### config.mk
export PLATFORM = sky130hd
export DESIGN_NAME = dsr_readout
export DESIGN_NICKNAME = d
export VERILOG_FILES = /design/src/rtl/dsr_pkg.sv /design/src/rtl/dsr_buffer.sv /design/src/rtl/dsr_readout.sv
export SDC_FILE = /design/constraint.sdc
export NUM_CORES = 1
export LEC_CHECK = 0
export BUFFER_PORTS_ARGS = -buffer_cell sky130_fd_sc_hd__buf_2
export CORE_MARGIN = 5
export CORE_UTILIZATION = 40
export CTS_BUF_LIST = sky130_fd_sc_hd__clkbuf_4
export DETAILED_ROUTE_END_ITERATION = 7
export PLACE_DENSITY = 0.57
export SLEW_MARGIN = 20
export SYNTH_ARGS = -nofsm -noshare
export SYNTH_HDL_FRONTEND = slang
export SYNTH_HIERARCHICAL = 1
export SYNTH_SLANG_ARGS = --single-unit
### constraint.sdc
create_clock -name clk -period 3.6 [get_ports clk]
set_input_delay 1.08 -clock clk [delete_from_list [all_inputs] [get_ports clk]]
set_output_delay 1.08 -clock clk [all_outputs]
set_load 0.01 [all_outputs]
### src/rtl/dsr_pkg.sv
// Constants for the dual converter serial readout block.
// Assumes a 25 MHz system clock and an externally driven serial clock.
package dsr_pkg;

  // ----------------------------------------------------------------
  // Frame layout
  // ----------------------------------------------------------------
  localparam int unsigned RESULT_BITS    = 12;
  localparam int unsigned SHORT_FRAME    = 14;
  localparam int unsigned LONG_FRAME     = 16;
  localparam int unsigned FRAME_CNT_W    = 6;
  localparam logic [5:0]  SECOND_START   = 6'h10;
  localparam logic [5:0]  SECOND_END     = 6'h20;
  localparam logic [5:0]  ID_SLOT        = 6'h01;
  localparam logic [5:0]  DATA_FIRST     = 6'h02;
  localparam logic [5:0]  DATA_LAST      = 6'h0d;

  // ----------------------------------------------------------------
  // Identification bit values
  // ----------------------------------------------------------------
  localparam logic        ID_FIRST_CONV  = 1'b0;
  localparam logic        ID_SECOND_CONV = 1'b1;

  // ----------------------------------------------------------------
  // Channel decode and reset values
  // ----------------------------------------------------------------
  localparam int unsigned CHAN_SEL_W     = 3;
  localparam logic [2:0]  SGL_MAX_CHAN   = 3'h5;
  localparam logic [2:0]  DIFF_MAX_CHAN  = 3'h2;
  localparam logic [11:0] RESULT_RESET   = 12'h000;
  localparam logic [2:0]  CHAN_RESET     = 3'h0;

  // Result buffer depth
  localparam int unsigned BUF_DEPTH      = 2;

  typedef enum logic [1:0] {
    DSR_IDLE,
    DSR_FRAME
  } dsr_state_type;

endpackage

### src/rtl/dsr_buffer.sv
// Two-entry valid/ready buffer for converter result pairs.
// Assumes both sides sit on the system clock.
module dsr_buffer (
  input  wire logic        clk,
  input  wire logic        resetn,
  input  wire logic        in_valid,
  output logic             in_ready,
  input  wire logic [23:0] in_data,
  output logic             out_valid,
  input  wire logic        out_ready,
  output logic [23:0]      out_data
);

  logic [23:0] mem_reg [dsr_pkg::BUF_DEPTH];
  logic        wr_ptr_reg;
  logic        rd_ptr_reg;
  logic [1:0]  count_reg;
  logic        push;
  logic        pop;

  // ----------------------------------------------------------------
  // Handshake
  // ----------------------------------------------------------------
  assign in_ready  = (count_reg != 2'h2);
  assign out_valid = (count_reg != 2'h0);
  assign push      = in_valid & in_ready;
  assign pop       = out_valid & out_ready;
  assign out_data  = mem_reg[rd_ptr_reg];

  // Storage write
  always_ff @(posedge clk or negedge resetn) begin
    if (!resetn) begin
      mem_reg[0] <= 24'h000000;
      mem_reg[1] <= 24'h000000;
    end else if (push) begin
      mem_reg[wr_ptr_reg] <= in_data;
    end
  end

  // Pointers and fill level
  always_ff @(posedge clk or negedge resetn) begin
    if (!resetn) begin
      wr_ptr_reg <= 1'b0;
      rd_ptr_reg <= 1'b0;
      count_reg  <= 2'h0;
    end else begin
      if (push)
        wr_ptr_reg <= ~wr_ptr_reg;
      if (pop)
        rd_ptr_reg <= ~rd_ptr_reg;
      if (push && !pop)
        count_reg <= count_reg + 2'h1;
      else if (pop && !push)
        count_reg <= count_reg - 2'h1;
    end
  end

endmodule

### src/rtl/dsr_readout.sv
// Digital control and serial readout of a dual 12-bit converter.
// Assumes chip select and serial clock come from a host, asynchronous
// to clk; results arrive from the converter cores on a valid/ready port.
//
// Summary of operation
// RULE1 - Chip select fall starts conversion, frames transfer
// RULE2 - Outputs change on serial clock falling edge
// RULE3 - Both outputs drive their frames together
// RULE4 - Frame: zero, identification bit, twelve result bits
// RULE5 - Result shifted most significant bit first
// RULE6 - Sixteen clocks give two trailing zeros
// RULE7 - Further sixteen clocks deliver other converter result
// RULE8 - Range select sampled at chip select fall
// RULE9 - Channel select latched at chip select fall
// RULE10 - Config select picks differential or single-ended
// RULE11 - Reference select low means internal reference
// RULE12 - Serial clock paces conversion progress
// RULE13 - Identification bit names the source converter
// RULE14 - Channel select decoded to per-converter index
module dsr_readout (
  input  wire logic        clk,
  input  wire logic        resetn,
  input  wire logic        chip_select_n,
  input  wire logic        serial_clk,
  input  wire logic        range_select,
  input  wire logic [2:0]  channel_pair_select,
  input  wire logic        input_config_select,
  input  wire logic        ref_select,
  input  wire logic        result_valid,
  output logic             result_ready,
  input  wire logic [11:0] result_first,
  input  wire logic [11:0] result_second,
  output logic             serial_out_first,
  output logic             serial_out_second,
  output logic             conv_start,
  output logic             conv_step,
  output logic             range_double,
  output logic             single_ended,
  output logic             use_internal_ref,
  output logic [2:0]       channel_index,
  output logic             channel_valid,
  output logic             sample_missing
);

  // ----------------------------------------------------------------
  // Input synchronisers
  // ----------------------------------------------------------------
  logic [1:0] csn_sync_reg;
  logic [1:0] sclk_sync_reg;
  logic       csn_prev_reg;
  logic       sclk_prev_reg;
  logic [1:0] rng_sync_reg;
  logic [1:0] cfg_sync_reg;
  logic [1:0] ref_sync_reg;
  logic [2:0] chan_meta_reg;
  logic [2:0] chan_sync_reg;

  // Two flops on every pin input
  always_ff @(posedge clk or negedge resetn) begin
    if (!resetn) begin
      csn_sync_reg  <= 2'h3;
      sclk_sync_reg <= 2'h3;
      rng_sync_reg  <= 2'h0;
      cfg_sync_reg  <= 2'h0;
      ref_sync_reg  <= 2'h0;
      chan_meta_reg <= dsr_pkg::CHAN_RESET;
      chan_sync_reg <= dsr_pkg::CHAN_RESET;
    end else begin
      csn_sync_reg  <= {csn_sync_reg[0], chip_select_n};
      sclk_sync_reg <= {sclk_sync_reg[0], serial_clk};
      rng_sync_reg  <= {rng_sync_reg[0], range_select};
      cfg_sync_reg  <= {cfg_sync_reg[0], input_config_select};
      ref_sync_reg  <= {ref_sync_reg[0], ref_select};
      chan_meta_reg <= channel_pair_select;
      chan_sync_reg <= chan_meta_reg;
    end
  end

  // Edge history of synchronised levels
  always_ff @(posedge clk or negedge resetn) begin
    if (!resetn) begin
      csn_prev_reg  <= 1'b1;
      sclk_prev_reg <= 1'b1;
    end else begin
      csn_prev_reg  <= csn_sync_reg[1];
      sclk_prev_reg <= sclk_sync_reg[1];
    end
  end

  logic cs_fall;
  logic sclk_fall;
  logic frame_on;

  assign cs_fall   = csn_prev_reg & ~csn_sync_reg[1];           // see RULE1
  assign sclk_fall = sclk_prev_reg & ~sclk_sync_reg[1];
  assign frame_on  = ~csn_sync_reg[1];

  // ----------------------------------------------------------------
  // Configuration captured at frame start; reference select is followed continuously
  // ----------------------------------------------------------------
  logic       range_reg;
  logic [2:0] chan_reg;
  logic       sgl_reg;

  // Latch settings on chip select fall
  always_ff @(posedge clk or negedge resetn) begin
    if (!resetn) begin
      range_reg <= 1'b0;
      chan_reg  <= dsr_pkg::CHAN_RESET;
      sgl_reg   <= 1'b0;
    end else if (cs_fall) begin
      range_reg <= rng_sync_reg[1];                             // see RULE8
      chan_reg  <= chan_sync_reg;                               // see RULE9
      sgl_reg   <= cfg_sync_reg[1];                             // see RULE10
    end
  end

  // Per-converter channel decode
  always_ff @(posedge clk or negedge resetn) begin
    if (!resetn) begin
      channel_index <= dsr_pkg::CHAN_RESET;
      channel_valid <= 1'b0;
    end else begin
      channel_index <= chan_reg;                                // see RULE14
      channel_valid <= sgl_reg ? (chan_reg <= dsr_pkg::SGL_MAX_CHAN)
                               : (chan_reg <= dsr_pkg::DIFF_MAX_CHAN);
    end
  end

  // Static settings to the analog side
  always_ff @(posedge clk or negedge resetn) begin
    if (!resetn) begin
      range_double     <= 1'b0;
      single_ended     <= 1'b0;
      use_internal_ref <= 1'b1;
    end else begin
      range_double     <= range_reg;                            // see RULE8
      single_ended     <= sgl_reg;                              // see RULE10
      use_internal_ref <= ~ref_sync_reg[1];                     // see RULE11
    end
  end

  // ----------------------------------------------------------------
  // Conversion pacing
  // ----------------------------------------------------------------
  // Start pulse on frame start, one step per serial clock fall while chip select is low
  always_ff @(posedge clk or negedge resetn) begin
    if (!resetn) begin
      conv_start <= 1'b0;
      conv_step  <= 1'b0;
    end else begin
      conv_start <= cs_fall;                                    // see RULE1
      conv_step  <= frame_on & sclk_fall;                       // see RULE12
    end
  end

  // ----------------------------------------------------------------
  // Result buffer
  // ----------------------------------------------------------------
  logic        buf_valid;
  logic        buf_ready;
  logic [23:0] buf_data;

  dsr_buffer u_buffer (
    .clk       (clk),
    .resetn    (resetn),
    .in_valid  (result_valid),
    .in_ready  (result_ready),
    .in_data   ({result_first, result_second}),
    .out_valid (buf_valid),
    .out_ready (buf_ready),
    .out_data  (buf_data)
  );

  // Take one result pair per frame at chip select fall
  assign buf_ready = cs_fall;

  // ----------------------------------------------------------------
  // Frame shifter
  // ----------------------------------------------------------------
  dsr_pkg::dsr_state_type state_reg;
  logic [5:0]  bit_cnt_reg;
  logic [11:0] word_first_reg;
  logic [11:0] word_second_reg;

  // Frame state and bit counter
  always_ff @(posedge clk or negedge resetn) begin
    if (!resetn) begin
      state_reg   <= dsr_pkg::DSR_IDLE;
      bit_cnt_reg <= 6'h00;
    end else begin
      case (state_reg)
        dsr_pkg::DSR_IDLE: begin
          bit_cnt_reg <= 6'h00;
          if (cs_fall)
            state_reg <= dsr_pkg::DSR_FRAME;                    // see RULE1
        end
        dsr_pkg::DSR_FRAME: begin
          if (!frame_on) begin
            state_reg <= dsr_pkg::DSR_IDLE;
          end else if (sclk_fall && bit_cnt_reg != dsr_pkg::SECOND_END) begin
            bit_cnt_reg <= bit_cnt_reg + 6'h01;
          end
        end
        default: state_reg <= dsr_pkg::DSR_IDLE;
      endcase
    end
  end

  // Capture result pair for this frame
  always_ff @(posedge clk or negedge resetn) begin
    if (!resetn) begin
      word_first_reg  <= dsr_pkg::RESULT_RESET;
      word_second_reg <= dsr_pkg::RESULT_RESET;
      sample_missing  <= 1'b0;
    end else if (cs_fall) begin
      word_first_reg  <= buf_valid ? buf_data[23:12] : dsr_pkg::RESULT_RESET;
      word_second_reg <= buf_valid ? buf_data[11:0] : dsr_pkg::RESULT_RESET;
      sample_missing  <= ~buf_valid;
    end
  end

  // Bit for a given slot of a 16-clock half frame
  function automatic logic slot_bit(input logic [5:0] slot,
                                    input logic       id,
                                    input logic [11:0] word);
    logic [3:0] idx;
    idx = 4'h0;
    if (slot == 6'h00) begin
      slot_bit = 1'b0;                                          // see RULE4
    end else if (slot == dsr_pkg::ID_SLOT) begin
      slot_bit = id;                                            // see RULE13
    end else if (slot <= dsr_pkg::DATA_LAST) begin
      idx      = 4'(dsr_pkg::DATA_LAST - slot);
      slot_bit = word[idx];                                     // see RULE5
    end else begin
      slot_bit = 1'b0;                                          // see RULE6
    end
  endfunction

  logic       second_half;
  logic [5:0] slot;
  logic [5:0] bit_cnt_next;
  logic       next_a;
  logic       next_b;

  // Slot that the coming serial clock fall presents
  assign bit_cnt_next = bit_cnt_reg + 6'h01;
  assign second_half  = (bit_cnt_next >= dsr_pkg::SECOND_START);
  assign slot         = second_half ? bit_cnt_next - dsr_pkg::SECOND_START
                                    : bit_cnt_next;

  // Second half swaps converters on each output
  always_comb begin
    if (bit_cnt_next >= dsr_pkg::SECOND_END) begin
      next_a = 1'b0;
      next_b = 1'b0;
    end else if (second_half) begin                             // see RULE7
      next_a = slot_bit(slot, dsr_pkg::ID_SECOND_CONV, word_second_reg);
      next_b = slot_bit(slot, dsr_pkg::ID_FIRST_CONV, word_first_reg);
    end else begin                                              // see RULE3
      next_a = slot_bit(slot, dsr_pkg::ID_FIRST_CONV, word_first_reg);
      next_b = slot_bit(slot, dsr_pkg::ID_SECOND_CONV, word_second_reg);
    end
  end

  // Output bits update on serial clock fall
  always_ff @(posedge clk or negedge resetn) begin
    if (!resetn) begin
      serial_out_first  <= 1'b0;
      serial_out_second <= 1'b0;
    end else if (cs_fall || !frame_on) begin
      serial_out_first  <= 1'b0;                                // see RULE4
      serial_out_second <= 1'b0;
    end else if (state_reg == dsr_pkg::DSR_FRAME && sclk_fall) begin
      serial_out_first  <= next_a;                              // see RULE2
      serial_out_second <= next_b;                              // see RULE3
    end
  end

endmodule

## Yosys cells after proc, flatten, opt, wreduce, memory -nomap -nowiden

Cells that the tools add are included.

- Register bits: 119
- Input port bits: 35

- Bitwise logic cells: 13
- Eq/ne operators: 8
- Reduce and logical (&&, ||, !) cells: 16
- Magnitude comparators: 9
- Add/sub/neg operators: 5
- Mux-type cells: 36

Operator list:

| cell | count |
|---|---|
| 24-bit 2-to-1 mux | 4 |
| 48-bit bitwise mux | 1 |
| 24-bit demux with 1-bit select | 1 |
| 12-bit 2-to-1 mux | 2 |
| 6-bit 2-to-1 mux | 3 |
| 1-bit 2-to-1 mux | 17 |
| 6-bit case mux with 2 select lines | 1 |
| 2-bit != test (second input constant) | 5 |
| 1-bit binary-select mux with 4-bit select | 2 |
| 2-bit 2-to-1 mux | 4 |
| 2-bit nonzero test | 4 |
| 6-bit by 1-bit adder with 6-bit output (second input constant) | 1 |
| 6-bit by 1-bit equality test with 1-bit output (second input constant) | 1 |
| 6-bit by 5-bit >= comparator with 1-bit output (second input constant) | 1 |
| 6-bit >= comparator (second input constant) | 1 |
| 6-bit by 4-bit less-or-equal comparator with 1-bit output (second input constant) | 1 |
| 6-bit logical NOT | 1 |
| 6-bit != test (second input constant) | 1 |
| 1-bit NOT | 6 |
| 6-bit by 5-bit subtractor with 6-bit output (second input constant) | 1 |
| 1-bit bitwise AND | 5 |
| 1-bit logical AND | 5 |
| 4-bit by 5-bit < comparator with 1-bit output (second input constant) | 1 |
| 2-bit >= comparator (second input constant) | 2 |
| other kinds (14) | 16 |

## Logic depth before layout (Yosys ltp)

Gate-level depths: netlist of run 1.

- Depth in word-level cells: 13
- Gate-level depth with buffers: 10

## Hierarchy

Netlist of run 1, hierarchy kept.

By module, submodules not included:

| module | area each (um2) | sequential area each (um2) | cells each | times used |
|---|---|---|---|---|
| dsr_readout | 2770.2 | 1660.3 | 245 | 1 |
| dsr_buffer | 2489.9 | 1301.2 | 146 | 1 |

## Worst setup path before layout of run 1

Ideal clock, no wire load.

- Kind: reg-to-reg
- From: reg bit_cnt_reg[0]
- To: reg serial_out_second
- Stages on the path, launching flop included: 11
- Arrival: 2.373 ns
- Setup time: 0.136 ns
- Setup slack: 1.090 ns
- Cell sequence: dfrtp_1 > buf_6 > inv_1 > ha_1 > ha_1 > xor2_1 > xnor2_1 > mux2_2 > a221o_1 > a21oi_1 > o311ai_1

- Cells in the longest elaborated chain, start to end: 13
- Elaborated cells between the ends (all ways): 23
- Classes of those cells: add/sub: 3; order compare: 3; eq/ne: 1; mux: 15; reduce/logical: 1

RTL lines:

| element | RTL line | text |
|---|---|---|
| from (decl) | dsr_readout.sv:182 | `logic [5:0] bit_cnt_reg;` |
| from (signal assigned) | dsr_readout.sv:202 | `bit_cnt_reg <= bit_cnt_reg + 6'h01;` |
| 6-bit by 1-bit adder with 6-bit output (*) | dsr_readout.sv:248 | `assign bit_cnt_next = bit_cnt_reg + 6'h01;` |
| 6-bit by 5-bit subtractor with 6-bit output or 6-bit by 5-bit >= comparator with 1-bit output (tied branches) | dsr_readout.sv:250, dsr_readout.sv:249 |  |
| 6-bit 2-to-1 mux | dsr_readout.sv:250 | `assign slot = second_half ? bit_cnt_next - dsr_pkg::SECOND_START` |
| 4-bit subtractor | dsr_readout.sv:234 | `idx = 4'(dsr_pkg::DATA_LAST - slot);` |
| 1-bit binary-select mux with 4-bit select | dsr_readout.sv:235 | `slot_bit = word[idx];` |
| 1-bit 2-to-1 mux (not written as such) | dsr_readout.sv:235 |  |
| 1-bit 2-to-1 mux | dsr_readout.sv:233 | `end else if (slot <= dsr_pkg::DATA_LAST) begin` |
| 1-bit 2-to-1 mux | dsr_readout.sv:231 | `end else if (slot == dsr_pkg::ID_SLOT) begin` |
| 1-bit 2-to-1 mux | dsr_readout.sv:229 | `if (slot == 6'h00) begin` |
| 1-bit 2-to-1 mux | dsr_readout.sv:258 | `end else if (second_half) begin` |
| 1-bit 2-to-1 mux (*) | dsr_readout.sv:255 | `if (bit_cnt_next >= dsr_pkg::SECOND_END) begin` |
| 1-bit 2-to-1 mux (*) | dsr_readout.sv:275 | `end else if (state_reg == dsr_pkg::DSR_FRAME && sclk_fall) begin` |
| 1-bit 2-to-1 mux (*) | dsr_readout.sv:272 | `end else if (cs_fall \|\| !frame_on) begin` |
| to (signal assigned) | dsr_readout.sv:277 | `serial_out_second <= next_b;` |
| to (decl) | dsr_readout.sv:34 | `output logic serial_out_second,` |

Every way passes the cells marked *; elsewhere a longest branch is shown, timed or not. The select of a mux whose other input is x is not followed.
A chain may end at the register's enable or synchronous reset.

## Worst setup path after layout of run 1

Same ends and word-level chain as after synthesis.

==> results.txt, run 1 <==
TritonCTS built the clock tree. The cell depth of the worst setup path is 9, and the CTS clock-pin slew for the worst setup and hold paths is 0.11 ns. The number of antenna violations at the first check in global routing was 1; the data required time at the worst endpoint was 4.01 ns. In the routed layout, each cell is associated on average with a via count of 4.831. Post-synthesis instance area: 5260 um^2.

No sink is reached through more buffers than the 2 on the longest clock path. Family with the most delay on the worst path: adder cells. The class of the tightest hold or removal check was register to register. In this run, CTS created clock tree buffers numbering 17.

Reg-to-reg startpoint: bit_cnt_reg[0]$_DFFE_PN0P_. The run gives 16,250 um as the wire length of the first global-routing pass. The area added between synthesis and finish works out to 12.39%.

Detailed placement ended at an HPWL of 6297 um. Cells with a size suffix above 1 make up 39.16% of the layout. The run finished with clean final reports. Setup repair after global routing left no endpoint under its margin. The number of rows in the core area was 41; the number of nets in the finished design was 480. On the critical path, the stage with the largest delay is an instance of dfrtp_1. The worst pin sits at a relative slew slack of 52.35%.

The tools report the worst-case hold path end point as ref_sync_reg[1]$_DFF_PN0_. The final instance area is 5912 um^2. Setup violations remaining at the end of the flow were counted as 0.

The routability congestion estimate came out at 0.7672. Global routing consumed, on the met3 layer, 4.160% of the routing resources. Global routing finished with a remaining overflow of 0. The die area is 15,540 um^2. For the number of DRC violations after detailed-routing iteration 0, the log shows 118. The most used standard cell by instance count after synthesis is dfrtp_1. The critical register-to-register path endpoint was serial_out_second$_DFFE_PN0P_. The unique cell type count in the Yosys netlist is 45, and the data arrival time of the critical path is 3.50 ns. Summed over its instances, the top area cell type makes up 52.81% of the synthesized netlist area. The tools report the setup TNS as 0 ns. The signal on the critical path passes through inv_1 > ha_1 > ha_1 > xor2_1 > xnor2_1 > mux2_2 > a221o_1 > a21oi_1 > o311ai_1. The number of warnings reported in the yosys synthesis log was 6; the proportion of register bits with asynchronous set or reset after synthesis was 100.0%.

For the number of hold buffers added after CTS, the log shows 0. The count of flip-flops with a built-in enable after synthesis was 0. The H-tree was split into 4 levels. The first detailed-routing pass ran for 4 iterations. The clock period minus worst slack is 3.089 ns, and the post-CTS setup-driven buffer insertion count is 0. The die height came out at 124.7 um. The worst hold path was traced through 0 stages. The critical path endpoint category was a register. The buffers plus inverters on the worst setup path works out to 1.

By area the synthesized netlist is led by dfrtp_1, mux2_4, mux2_2. For this run, the total global-route usage over all layers was measured as 13.00%. The tools report the insertion delay of the later-clocked pin in the worst-skew pair as 0.52 ns. The layout has 1,166 filler cells.

The most congested layer reported by global routing is met2. For the pin with the worst max-slew slack, the measured transition is 0.7148 ns. The die is 124.7 um wide. Max-cap violations in this run came to 0. The area of all sequential standard cells is 2963 um^2. For this run, global-route usage on met2 was measured as 20.01%.

The number of port buffers is 47. Entering global routing, the biggest net connects 57 pins. In the finished design, the share of the clock period the worst path needs comes to 85.79%.

Setup slack on the worst reg-to-reg path comes out at 0.51 ns. The tools report the total I/O pin count as 48. The most numerous cell type found on the critical path is ha_1.

The top achievable clock speed is 323.8 MHz, and the peak per-stage delay on the critical path is 0.64 ns. After detailed routing, the total wire length is 9272 um. The start-to-end type of the worst setup path is register to register. CTS saw 118 sinks.

For this configuration, the core starts out at a cell density of 41.18%. Of all cell types, the one taking the most synthesized area is dfrtp_1. The tools report the final max-slew violation count as 0. Of all nets on the critical path, the largest fanout is 12.

The run gives 3,024 as the vias after detailed routing. The count of cells resized by post-cts repair is 0, and the number of routed nets with antenna violations is 0. In the synthesized netlist the dominant register cell turns out to be dfrtp_1. The sequential element share of the synthesized area came out at 56.30%. After synthesis, the most frequently instantiated cells are dfrtp_1, nand2_1, mux2_4, mux2_2, o21ai_0. The post-synthesis average cell area came out at 13.45 um^2. For the footprint of the multi-input gates, the log shows 2087 um^2. The post-detailed-placement cell area came out at 5582 um^2. After detailed routing, the average wire length per cell comes to 14.81 um.

The number of nets in the synthesized netlist is 432. The startpoint identified for the worst hold timing path is ref_sync_reg[0]$_DFF_PN0_. The cell count after synthesis is 391. The number of register bits inferred by synthesis works out to 118. The via count of the first global-routing pass is 3,273, and the flip-flop count of the largest register, all copies and words added is 48. For this run, design rule violations remaining after detail routing come to 0. The core region is 12,770 um^2. The run gives 0.0005230 V as the maximum resistive drop on vdd.

Power spread over the standard cell area amounts to 764.3 nW/um^2. Number of cells on the worst reg-to-reg path: 9. The worst setup path is launched from a register. In this run the static leakage power is 2.726 nW. CTS placed an instance of clkbuf_4 at the clock tree root. For the number of hold violations in the final report, the log shows 0.

Global routing used 16.79% of the available met1 tracks. The final worst clock skew is 0.01462 ns.
per-stage QoR:
step | total power, mW | setup slack, ns | instances | hold slack, ns | utilization [%]
6_report | 4.519 | 0.5114 | 626 | 0.3555 | 46.28
5_1_grt | 4.811 | 0.2468 | 626 | 0.3636 | 46.28
4_1_cts | 4.586 | 0.5090 | 624 | 0.3578 | 46.23
3_5_place_dp | 3.504 | 0.5230 | 592 | 0.3347 | 43.70
3_3_place_gp | 3.459 | 0.6771 | 592 | 0.3325 | 43.70
2_1_floorplan | 3.229 | 1.090 | 391 | 0.3312 | -
worst max-delay path by stage:
stage / from / endpoint / slack [ns]
global placement: bit_cnt_reg[0]$_DFFE_PN0P_ / serial_out_second$_DFFE_PN0P_ / 0.68
floorplan: bit_cnt_reg[0]$_DFFE_PN0P_ / serial_out_second$_DFFE_PN0P_ / 1.09
CTS: bit_cnt_reg[0]$_DFFE_PN0P_ / serial_out_first$_DFFE_PN0P_ / 0.51
finish: bit_cnt_reg[0]$_DFFE_PN0P_ / serial_out_second$_DFFE_PN0P_ / 0.51
detailed placement: bit_cnt_reg[0]$_DFFE_PN0P_ / serial_out_second$_DFFE_PN0P_ / 0.52
global route: bit_cnt_reg[0]$_DFFE_PN0P_ / serial_out_second$_DFFE_PN0P_ / 0.25
cells by family (layout without fill, tap and decap cells):
| group | count (synthesis) | count (layout) | share of synthesized area (%) |
|---|---|---|---|
| adders and majority gates | 6 | 6 | 1.427 |
| AOI/OAI and AO/OA | 47 | 47 | 4.972 |
| muxes | 85 | 85 | 22.74 |
| other | 0 | 2 | 0 |
| buffers and inverters | 31 | 92 | 4.067 |
| xor gates and xnor gates | 14 | 14 | 2.331 |
| DFF | 118 | 118 | 56.30 |
| and+or+nand+nor | 90 | 90 | 8.159 |
per-layer routing:
metal / up-vias / part of all wire, %
met4: 0 / 2.1
met1: 1504 / 47
li1: 1460 / -
met2: 39 / 47
met3: 21 / 3.6
met5: - / 0
layout by cell type, fill, tap and decap left out, types with 6 or more instances in the layout:
cell        instances
buf_2              46
mux4_1              6
dfrtp_1           110
dfstp_2             7
a21oi_1             6
clkbuf_4           19
inv_1               8
mux2_2             38
o21ai_0            31
ha_1                6
xnor2_1             8
mux2_4             40
nand2_1            56
nor2_1              6
clkinvlp_4          7
xor2_1              6
report_power, final:
part	switching [mW]	internal [mW]
clock	0.497	0.561
combinational	0.514	0.860
sequential	0.307	1.78
total	1.32	3.20
final cells by class:
cell class | instances | share of cell area [%]
inverter | 8 | 0.5079
clock buffer | 19 | 2.413
clock inverter | 13 | 3.069
tap | 172 | 3.640
multi-input combinational | 242 | 35.30
timing repair buffer | 52 | 4.868
antenna | 2 | 0.08466
sequential | 118 | 50.12
No activity file was read; power rests on OpenSTA's default activity.
==> inputs of run 2 (changes only) <==
--- a/config.mk
+++ b/config.mk
@@ -8,7 +8,6 @@
 export BUFFER_PORTS_ARGS = -buffer_cell sky130_fd_sc_hd__buf_2
 export CORE_MARGIN = 5
 export CORE_UTILIZATION = 40
-export CTS_BUF_LIST = sky130_fd_sc_hd__clkbuf_4
 export DETAILED_ROUTE_END_ITERATION = 7
 export PLACE_DENSITY = 0.57
 export SLEW_MARGIN = 20
==> run 2 against run 1 <==
- clock-buffer cell count rose by 1
- wire length rose by 1.0%
- total power rose by 16%
- sequential power barely moved
- fmax rose by 0.56%
- hold slack got worse by 0.010 ns
- critical path depth did not move
- via count fell by 0.56%
- sequential cell count did not move
- design area rose by 5.0%
- first-iteration DRC count rose by 6.8%
- clock skew fell by 0.0075 ns
==> results.txt, run 2 (synthesis gave the netlist of run 1 again) <==
The flow ran to the end, and the final reports show no timing, DRC or antenna violations. The initial utilization of the core area, before any placement, comes to 41.18%. The final worst setup slack is 0.5286 ns, and the total I/O pin count is 48.

The number of hold buffers added after CTS was 0; the share of layout cells above drive strength 1 was 38.94%. The run gives 325.6 MHz as the top achievable clock speed. The start-to-end type of the worst setup path is register to register.

The number of gates resized after CTS was 0. The run gives 5582 um^2 as the post-detailed-placement cell area. The critical path startpoint category is a register. Routability-driven placement finished with a final weighted congestion of 0.7672.

The final clock period utilization by the worst path came out at 85.32%. Between clock sinks in the finished design, the worst skew comes to 0.007146 ns. From synthesis to final layout, the design area changed by 18.01%. Fill cells in the final layout number 1,129. Transition time of the tightest slew-check pin: 0.7163 ns. The via count normalized by instance count is 4.819. The vias after detailed routing was 3,007.

The run gives 0.5230 ns as the placement-stage worst setup slack. The tools report the termination of the worst setup path as serial_out_second$_DFFE_PN0P_. The reg-to-reg startpoint is bit_cnt_reg[0]$_DFFE_PN0P_. Setup repair after global routing left no endpoint under its margin. The number of clock buffers added by TritonCTS is 17. The tree built by TritonCTS fans out to 118 sinks. In the final routed layout, each cell accounts on average for 15.01 um. Dividing total power by cell area gives a power density of 841.7 nW/um^2. The tools report the number of maximum-capacitance violations as 0. The tools report the number of antenna violations at the first check in global routing as 0.

TritonCTS built the clock tree. The insertion delay of the later-clocked pin in the worst-skew pair came out at 0.41 ns. The number of inserted diodes was 0; the post-CTS setup-driven buffer insertion count was 0.

The logs give 4 for the level count of the clock H-tree and 3.88 ns for the data required time at the worst endpoint. The clock root buffer master is clkbuf_16. The most common cell after layout, fill and taps aside is dfrtp_1. For the global router's overall resource usage, the log shows 13.17%. The maximum number of pins on one net before global-route repair was 57; the final instance area was 6207 um^2. The worst pin sits at a relative slew slack of 52.25%. Of all nets on the critical path, the largest fanout is 12. The logs give 0.53 ns for the setup slack on the worst flop-to-flop path and 6297 um for the placed wire-length estimate.

The path class of the tightest hold or removal check is register to register. Clock-pin slew was measured on the worst setup and hold paths at 0.05 ns. The deepest clock path buffer count came out at 2. Leaving out fill and tap cells, the most frequent cells in the layout are dfrtp_1, nand2_1, buf_2. Number of port buffers: 47. Critical path endpoint category: a register.

Summed over all layers, the global routing overflow is 0. The first global-routing pass estimated 16,420 um of wire. Launching instance or port of the critical path: bit_cnt_reg[0]$_DFFE_PN0P_.

The logs give 0.0005682 V for the maximum resistive drop on vdd and 480 for the number of nets in the finished design. The number of hold violations in the final report was 0; the via count of the first global-routing pass was 3,267. Wire length after detailed routing: 9367 um. STA puts the critical path data arrival time at 3.35 ns.

Measured along the x axis, the die boundary spans 124.7 um. The flip-flop count of the largest register, all copies and words added was 48; the static leakage power was 2.856 nW. DRC violations left: 0. The number of cells on the worst reg-to-reg path was 9; the number of routed nets with antenna violations was 0. After routing, the total negative slack on setup checks comes to 0 ns. For the number of detailed-routing iterations run before antenna repair, the log shows 4. Total setup violations reported at the end of the flow: 0.

The final max-slew violation count was 0. The floorplan has 41 rows. The core region is 12,770 um^2.

The utilization after layout was 48.59%. After layout, the minimum clock period comes to 3.071 ns. The completed layout was analyzed and its total power is 5.225 mW. The logs give 15,540 um^2 for the die area and 2087 um^2 for the footprint of the multi-input gates. The floorplan step set the die height to 124.7 um. The worst register-to-register path ends at serial_out_second$_DFFE_PN0P_. In this run, the number of DRC markers left after iteration 0 of detailed routing was 126. The area of all sequential standard cells came out at 2963 um^2.
==> run 2: cell types whose count changed in the layout (fill, tap and decap cells not counted), sizes merged <==
cell	change
clkbuf	+1
clkinv	-1
diode	-2
==> run 2: layer usage <==
layer / vias up / track usage (%) / wire length, um
met5: - / 0 / 0
met4: 0 / 6.190 / 202
met3: 20 / 4.288 / 348
met2: 42 / 19.88 / 4374
met1: 1491 / 17.16 / 4442
li1: 1454 / - / -
==> run 2: how the worst min path moves through the flow <==
stage                                    start                         end  slack, ns  depth (start not counted)
CTS                  ref_sync_reg[0]$_DFF_PN0_   ref_sync_reg[1]$_DFF_PN0_       0.35                          0
global route         ref_sync_reg[0]$_DFF_PN0_   ref_sync_reg[1]$_DFF_PN0_       0.35                          0
finish               ref_sync_reg[0]$_DFF_PN0_   ref_sync_reg[1]$_DFF_PN0_       0.35                          0
global placement    chan_meta_reg[1]$_DFF_PN0_  chan_sync_reg[1]$_DFF_PN0_       0.33                          0
detailed placement   ref_sync_reg[0]$_DFF_PN0_   ref_sync_reg[1]$_DFF_PN0_       0.33                          0
floorplan            cfg_sync_reg[0]$_DFF_PN0_   cfg_sync_reg[1]$_DFF_PN0_       0.33                          0
==> run 2: critical path, cell delays in order, from the launching register on <==
cell and delay, ns:
dfrtp_1 0.61, inv_1 0.17, ha_1 0.45, ha_1 0.24, xor2_1 0.17, xnor2_1 0.36
mux2_2 0.38, a221o_1 0.31, a21oi_1 0.14, o311ai_1 0.09
==> run 2: power by group <==
part | switching [mW] | total [mW] | internal [mW]
clock network | 0.584 | 1.76 | 1.17
registers | 0.306 | 2.09 | 1.79
logic | 0.514 | 1.37 | 0.860
==> run 2: area by class of cell <==
| type | instances | share of cell area [%] |
|---|---|---|
| timing repair buffer | 52 | 4.636 |
| sequential | 118 | 47.73 |
| multi-input combinational | 242 | 33.62 |
| clock inverter | 12 | 2.862 |
| clock buffer | 20 | 7.196 |
| inverter | 8 | 0.4838 |
| tap | 172 | 3.467 |
==> run 2: metrics by stage <==
| stage | hold slack, ns | cells |
|---|---|---|
| 5_1_grt | 0.3508 | 624 |
| 6_report | 0.3451 | 624 |
| 3_5_place_dp | 0.3347 | 592 |
| 4_1_cts | 0.3467 | 624 |
| 3_3_place_gp | 0.3325 | 592 |
| 2_1_floorplan | 0.3312 | 391 |
==> inputs of run 3 (changes only) <==
--- a/config.mk
+++ b/config.mk
@@ -9,6 +9,7 @@
 export CORE_MARGIN = 5
 export CORE_UTILIZATION = 40
 export DETAILED_ROUTE_END_ITERATION = 7
+export GPL_TIMING_DRIVEN = 0
 export PLACE_DENSITY = 0.57
 export SLEW_MARGIN = 20
 export SYNTH_ARGS = -nofsm -noshare
==> constraint.sdc (replaced) <==
create_clock -name clk -period 3.6 [get_ports clk]
set_input_delay 1.08 -clock clk [delete_from_list [all_inputs] [get_ports clk]]
set_output_delay 1.08 -clock clk [all_outputs]
set_load 0.05 [all_outputs]
==> run 3 against run 2 <==
- design area up 2.8%
- hold slack worse by 0.0059 ns
- first-iteration DRC count decreased by 0.79%
- critical path depth is 1 higher
- total power is 4.7% higher
- wire length up 4.8%
- core utilization rose by 1.4 points
- largest cell class unchanged
==> results.txt, run 3 (synthesis gave the netlist of run 1 again) <==
The logs give 0 ns for the setup TNS and 2.964 nW for the static leakage power. After clock tree synthesis, the repair step resized 0 gates. Internal power comes to 3.983 mW. Walking the worst path, the cells encountered are buf_6 > inv_1 > ha_1 > ha_1 > xor2_1 > xnor2_1 > mux2_2 > a221o_1 > a21oi_1 > o311ai_1. The final clock period utilization by the worst path is 77.70%. The number of detailed-routing iterations run before antenna repair was 4. Setup repair after global routing left no endpoint under its margin. The wire length of the first global-routing pass is 16,940 um, and the post-CTS setup-driven buffer insertion count is 0.

At the pin with the least slew margin, the transition time is 0.6430 ns. 0 antenna diodes ended up in the layout. The number of buffers added by the clock tree synthesis step is 17, and the peak per-stage delay on the critical path is 0.39 ns. The placed wire-length estimate is 6672 um, and the CTS clock-pin slew for the worst setup and hold paths is 0.05 ns.

The clock period could shrink to 2.797 ns. The worst setup path is of the register to register kind. The register with the most flip-flops in the layout has 48 of them. The analysis attributes to net switching a power of 1.485 mW.

The number of DRC violations after detailed-routing iteration 0 is 125, and the vias after detailed routing is 3,097. From left edge to right edge, the die measures 124.7 um. The min-delay analysis places its worst path in the category register to register. The run gives 12,770 um^2 as the core box area. For the global router's overall resource usage, the log shows 13.59%. TritonCTS built the clock tree.

The startpoint identified for the worst register-to-register timing path is bit_cnt_reg[0]$_DFFE_PN0P_. The deepest clock path buffer count was 2. The slowest stage of the critical path is the dfrtp_1 cell. The top achievable clock speed was 357.5 MHz. The worst-case IR drop observed on VDD is 0.0005523 V. Critical register-to-register path endpoint: serial_out_second$_DFFE_PN0P_. Overall power consumption after layout is estimated at 5.468 mW.

The most critical setup path has its startpoint at bit_cnt_reg[0]$_DFFE_PN0P_. The share of total power dissipated in combinational logic is 29.6%. Normalized max-slew margin: 57.13%.

Row generation in the floorplan step produced 41 rows. The share of layout cells above drive strength 1 is 38.22%, and the number of routed nets with antenna violations is 0. Of the total power, the share spent switching nets is 27.15%.

Counting the fill cells in the layout gives 1,136. The area added between synthesis and finish works out to 21.36%. Via count normalized by instance count: 4.816. Data on the critical path is required at its endpoint by 3.88 ns. Across the routed clock network, the largest skew measured is 0.005337 ns. The setup slack on the worst flop-to-flop path came out at 0.80 ns. The insertion delay of the later-clocked pin in the worst-skew pair was 0.41 ns; the data arrival time of the critical path was 3.08 ns.

The run gives 15,540 um^2 as the die area. Power spread over the standard cell area amounts to 856.6 nW/um^2. The logs give 41.18% for the initial cell density of the core and 48 for the total I/O pin count. The run finished with clean final reports.

CTS built an H-tree with a depth of 4. For the post-layout instance count excluding filler cells, the log shows 643. The final max-slew violation count is 0, and the die height is 124.7 um. The sequential cell fraction of total power is 37.1%. In the layout the commonest cells are dfrtp_1, nand2_1, buf_2.

The maximum number of pins on one net before global-route repair was 70; the number of port buffers was 47. The finished cells cover 6384 um^2. In this design, the critical path's most frequently occurring cell is ha_1.

Total setup violations reported at the end of the flow: 0. The library cell used most frequently in the layout, excluding fill and tap cells, is dfrtp_1. For the number of antenna violations at the first check in global routing, the log shows 0. The count of placed standard cells including taps was 611; the global route total overflow was 0. The number of cells on the worst reg-to-reg path is 10, and the wire length after detailed routing is 9814 um. The number of hold violations in the final report is 0. After detailed placement, the total cell area comes to 5744 um^2. The routability congestion estimate was 0.8067. For the DRC violations left, the log shows 0. The clock share of power was 33.3%; the via count of the first global-routing pass was 3,388.

The critical path ends at serial_out_second$_DFFE_PN0P_. The maximum net fanout on the critical path was 10; the number of sinks on the clock net was 118. Across the run, the number of max-cap violations was 0.

The critical path endpoint category was a register. Number of nets in the finished design: 499. After clock tree synthesis, the flow added hold-fix buffers numbering 0. The tools report the critical path startpoint category as a register. The tree is rooted in a clkbuf_16.

After detailed routing, the average wire length per cell comes to 15.26 um.
-- run 3: power groups by stage --
stage	clock [mW]	combinational, mW	sequential (mW)
floorplan	0	1.28	2.03
global placement	0	1.61	2.02
detailed placement	0	1.64	2.04
CTS	1.86	1.65	2.03
global route	1.92	1.77	2.08
finish	1.82	1.62	2.03
-- run 3: stage by stage --
step           setup slack (ns)  util (%)  hold slack (ns)
5_1_grt                  0.6313     49.98           0.3490
4_1_cts                  0.8145     49.98           0.3427
3_3_place_gp            0.05412     44.71           0.3323
3_5_place_dp             0.8461     44.97           0.3347
6_report                 0.8029     49.98           0.3392
2_1_floorplan             1.090         -           0.3312
-- run 3: cell type report --
class | instances | area (um^2) | share of cell area, %
buffer | 23 | 183.9 | 2.881
timing repair buffer | 48 | 269.0 | 4.214
clock inverter | 10 | 175.2 | 2.744
sequential | 118 | 2962 | 46.39
multi-input combinational | 242 | 2085 | 32.65
tap | 172 | 215.2 | 3.371
clock buffer | 22 | 464.2 | 7.272
inverter | 8 | 30.03 | 0.4704
-- run 3: worst min-delay path by stage --
stage | from | endpoint | slack [ns] | cells past startpoint
floorplan | cfg_sync_reg[0]$_DFF_PN0_ | cfg_sync_reg[1]$_DFF_PN0_ | 0.33 | 0
global placement | chan_meta_reg[1]$_DFF_PN0_ | chan_sync_reg[1]$_DFF_PN0_ | 0.33 | 0
detailed placement | chan_meta_reg[2]$_DFF_PN0_ | chan_sync_reg[2]$_DFF_PN0_ | 0.33 | 0
CTS | rng_sync_reg[0]$_DFF_PN0_ | rng_sync_reg[1]$_DFF_PN0_ | 0.34 | 0
global route | chan_meta_reg[2]$_DFF_PN0_ | chan_sync_reg[2]$_DFF_PN0_ | 0.35 | 0
finish | chan_meta_reg[2]$_DFF_PN0_ | chan_sync_reg[2]$_DFF_PN0_ | 0.34 | 0
-- run 3: critical path, delay by kind of cell, from the launching register on --
kind                     cells  cell delay (ns)
AO/OA/AOI/OAI                3             0.59
adder cells (fa/ha/maj)      2             0.52
XOR/XNOR                     2             0.52
flip-flops                   1             0.39
multiplexers                 1             0.39
buffers and inverters        2             0.27
-- run 3: layer usage --
| metal | wire (um) | GRT usage, % | vias to the layer above |
|---|---|---|---|
| li1 | - | - | 1489 |
| met2 | 4737 | 21.85 | 49 |
| met4 | 111 | 4.836 | 0 |
| met5 | 0 | 0 | - |
| met1 | 4622 | 17.24 | 1550 |
| met3 | 342 | 4.374 | 9 |
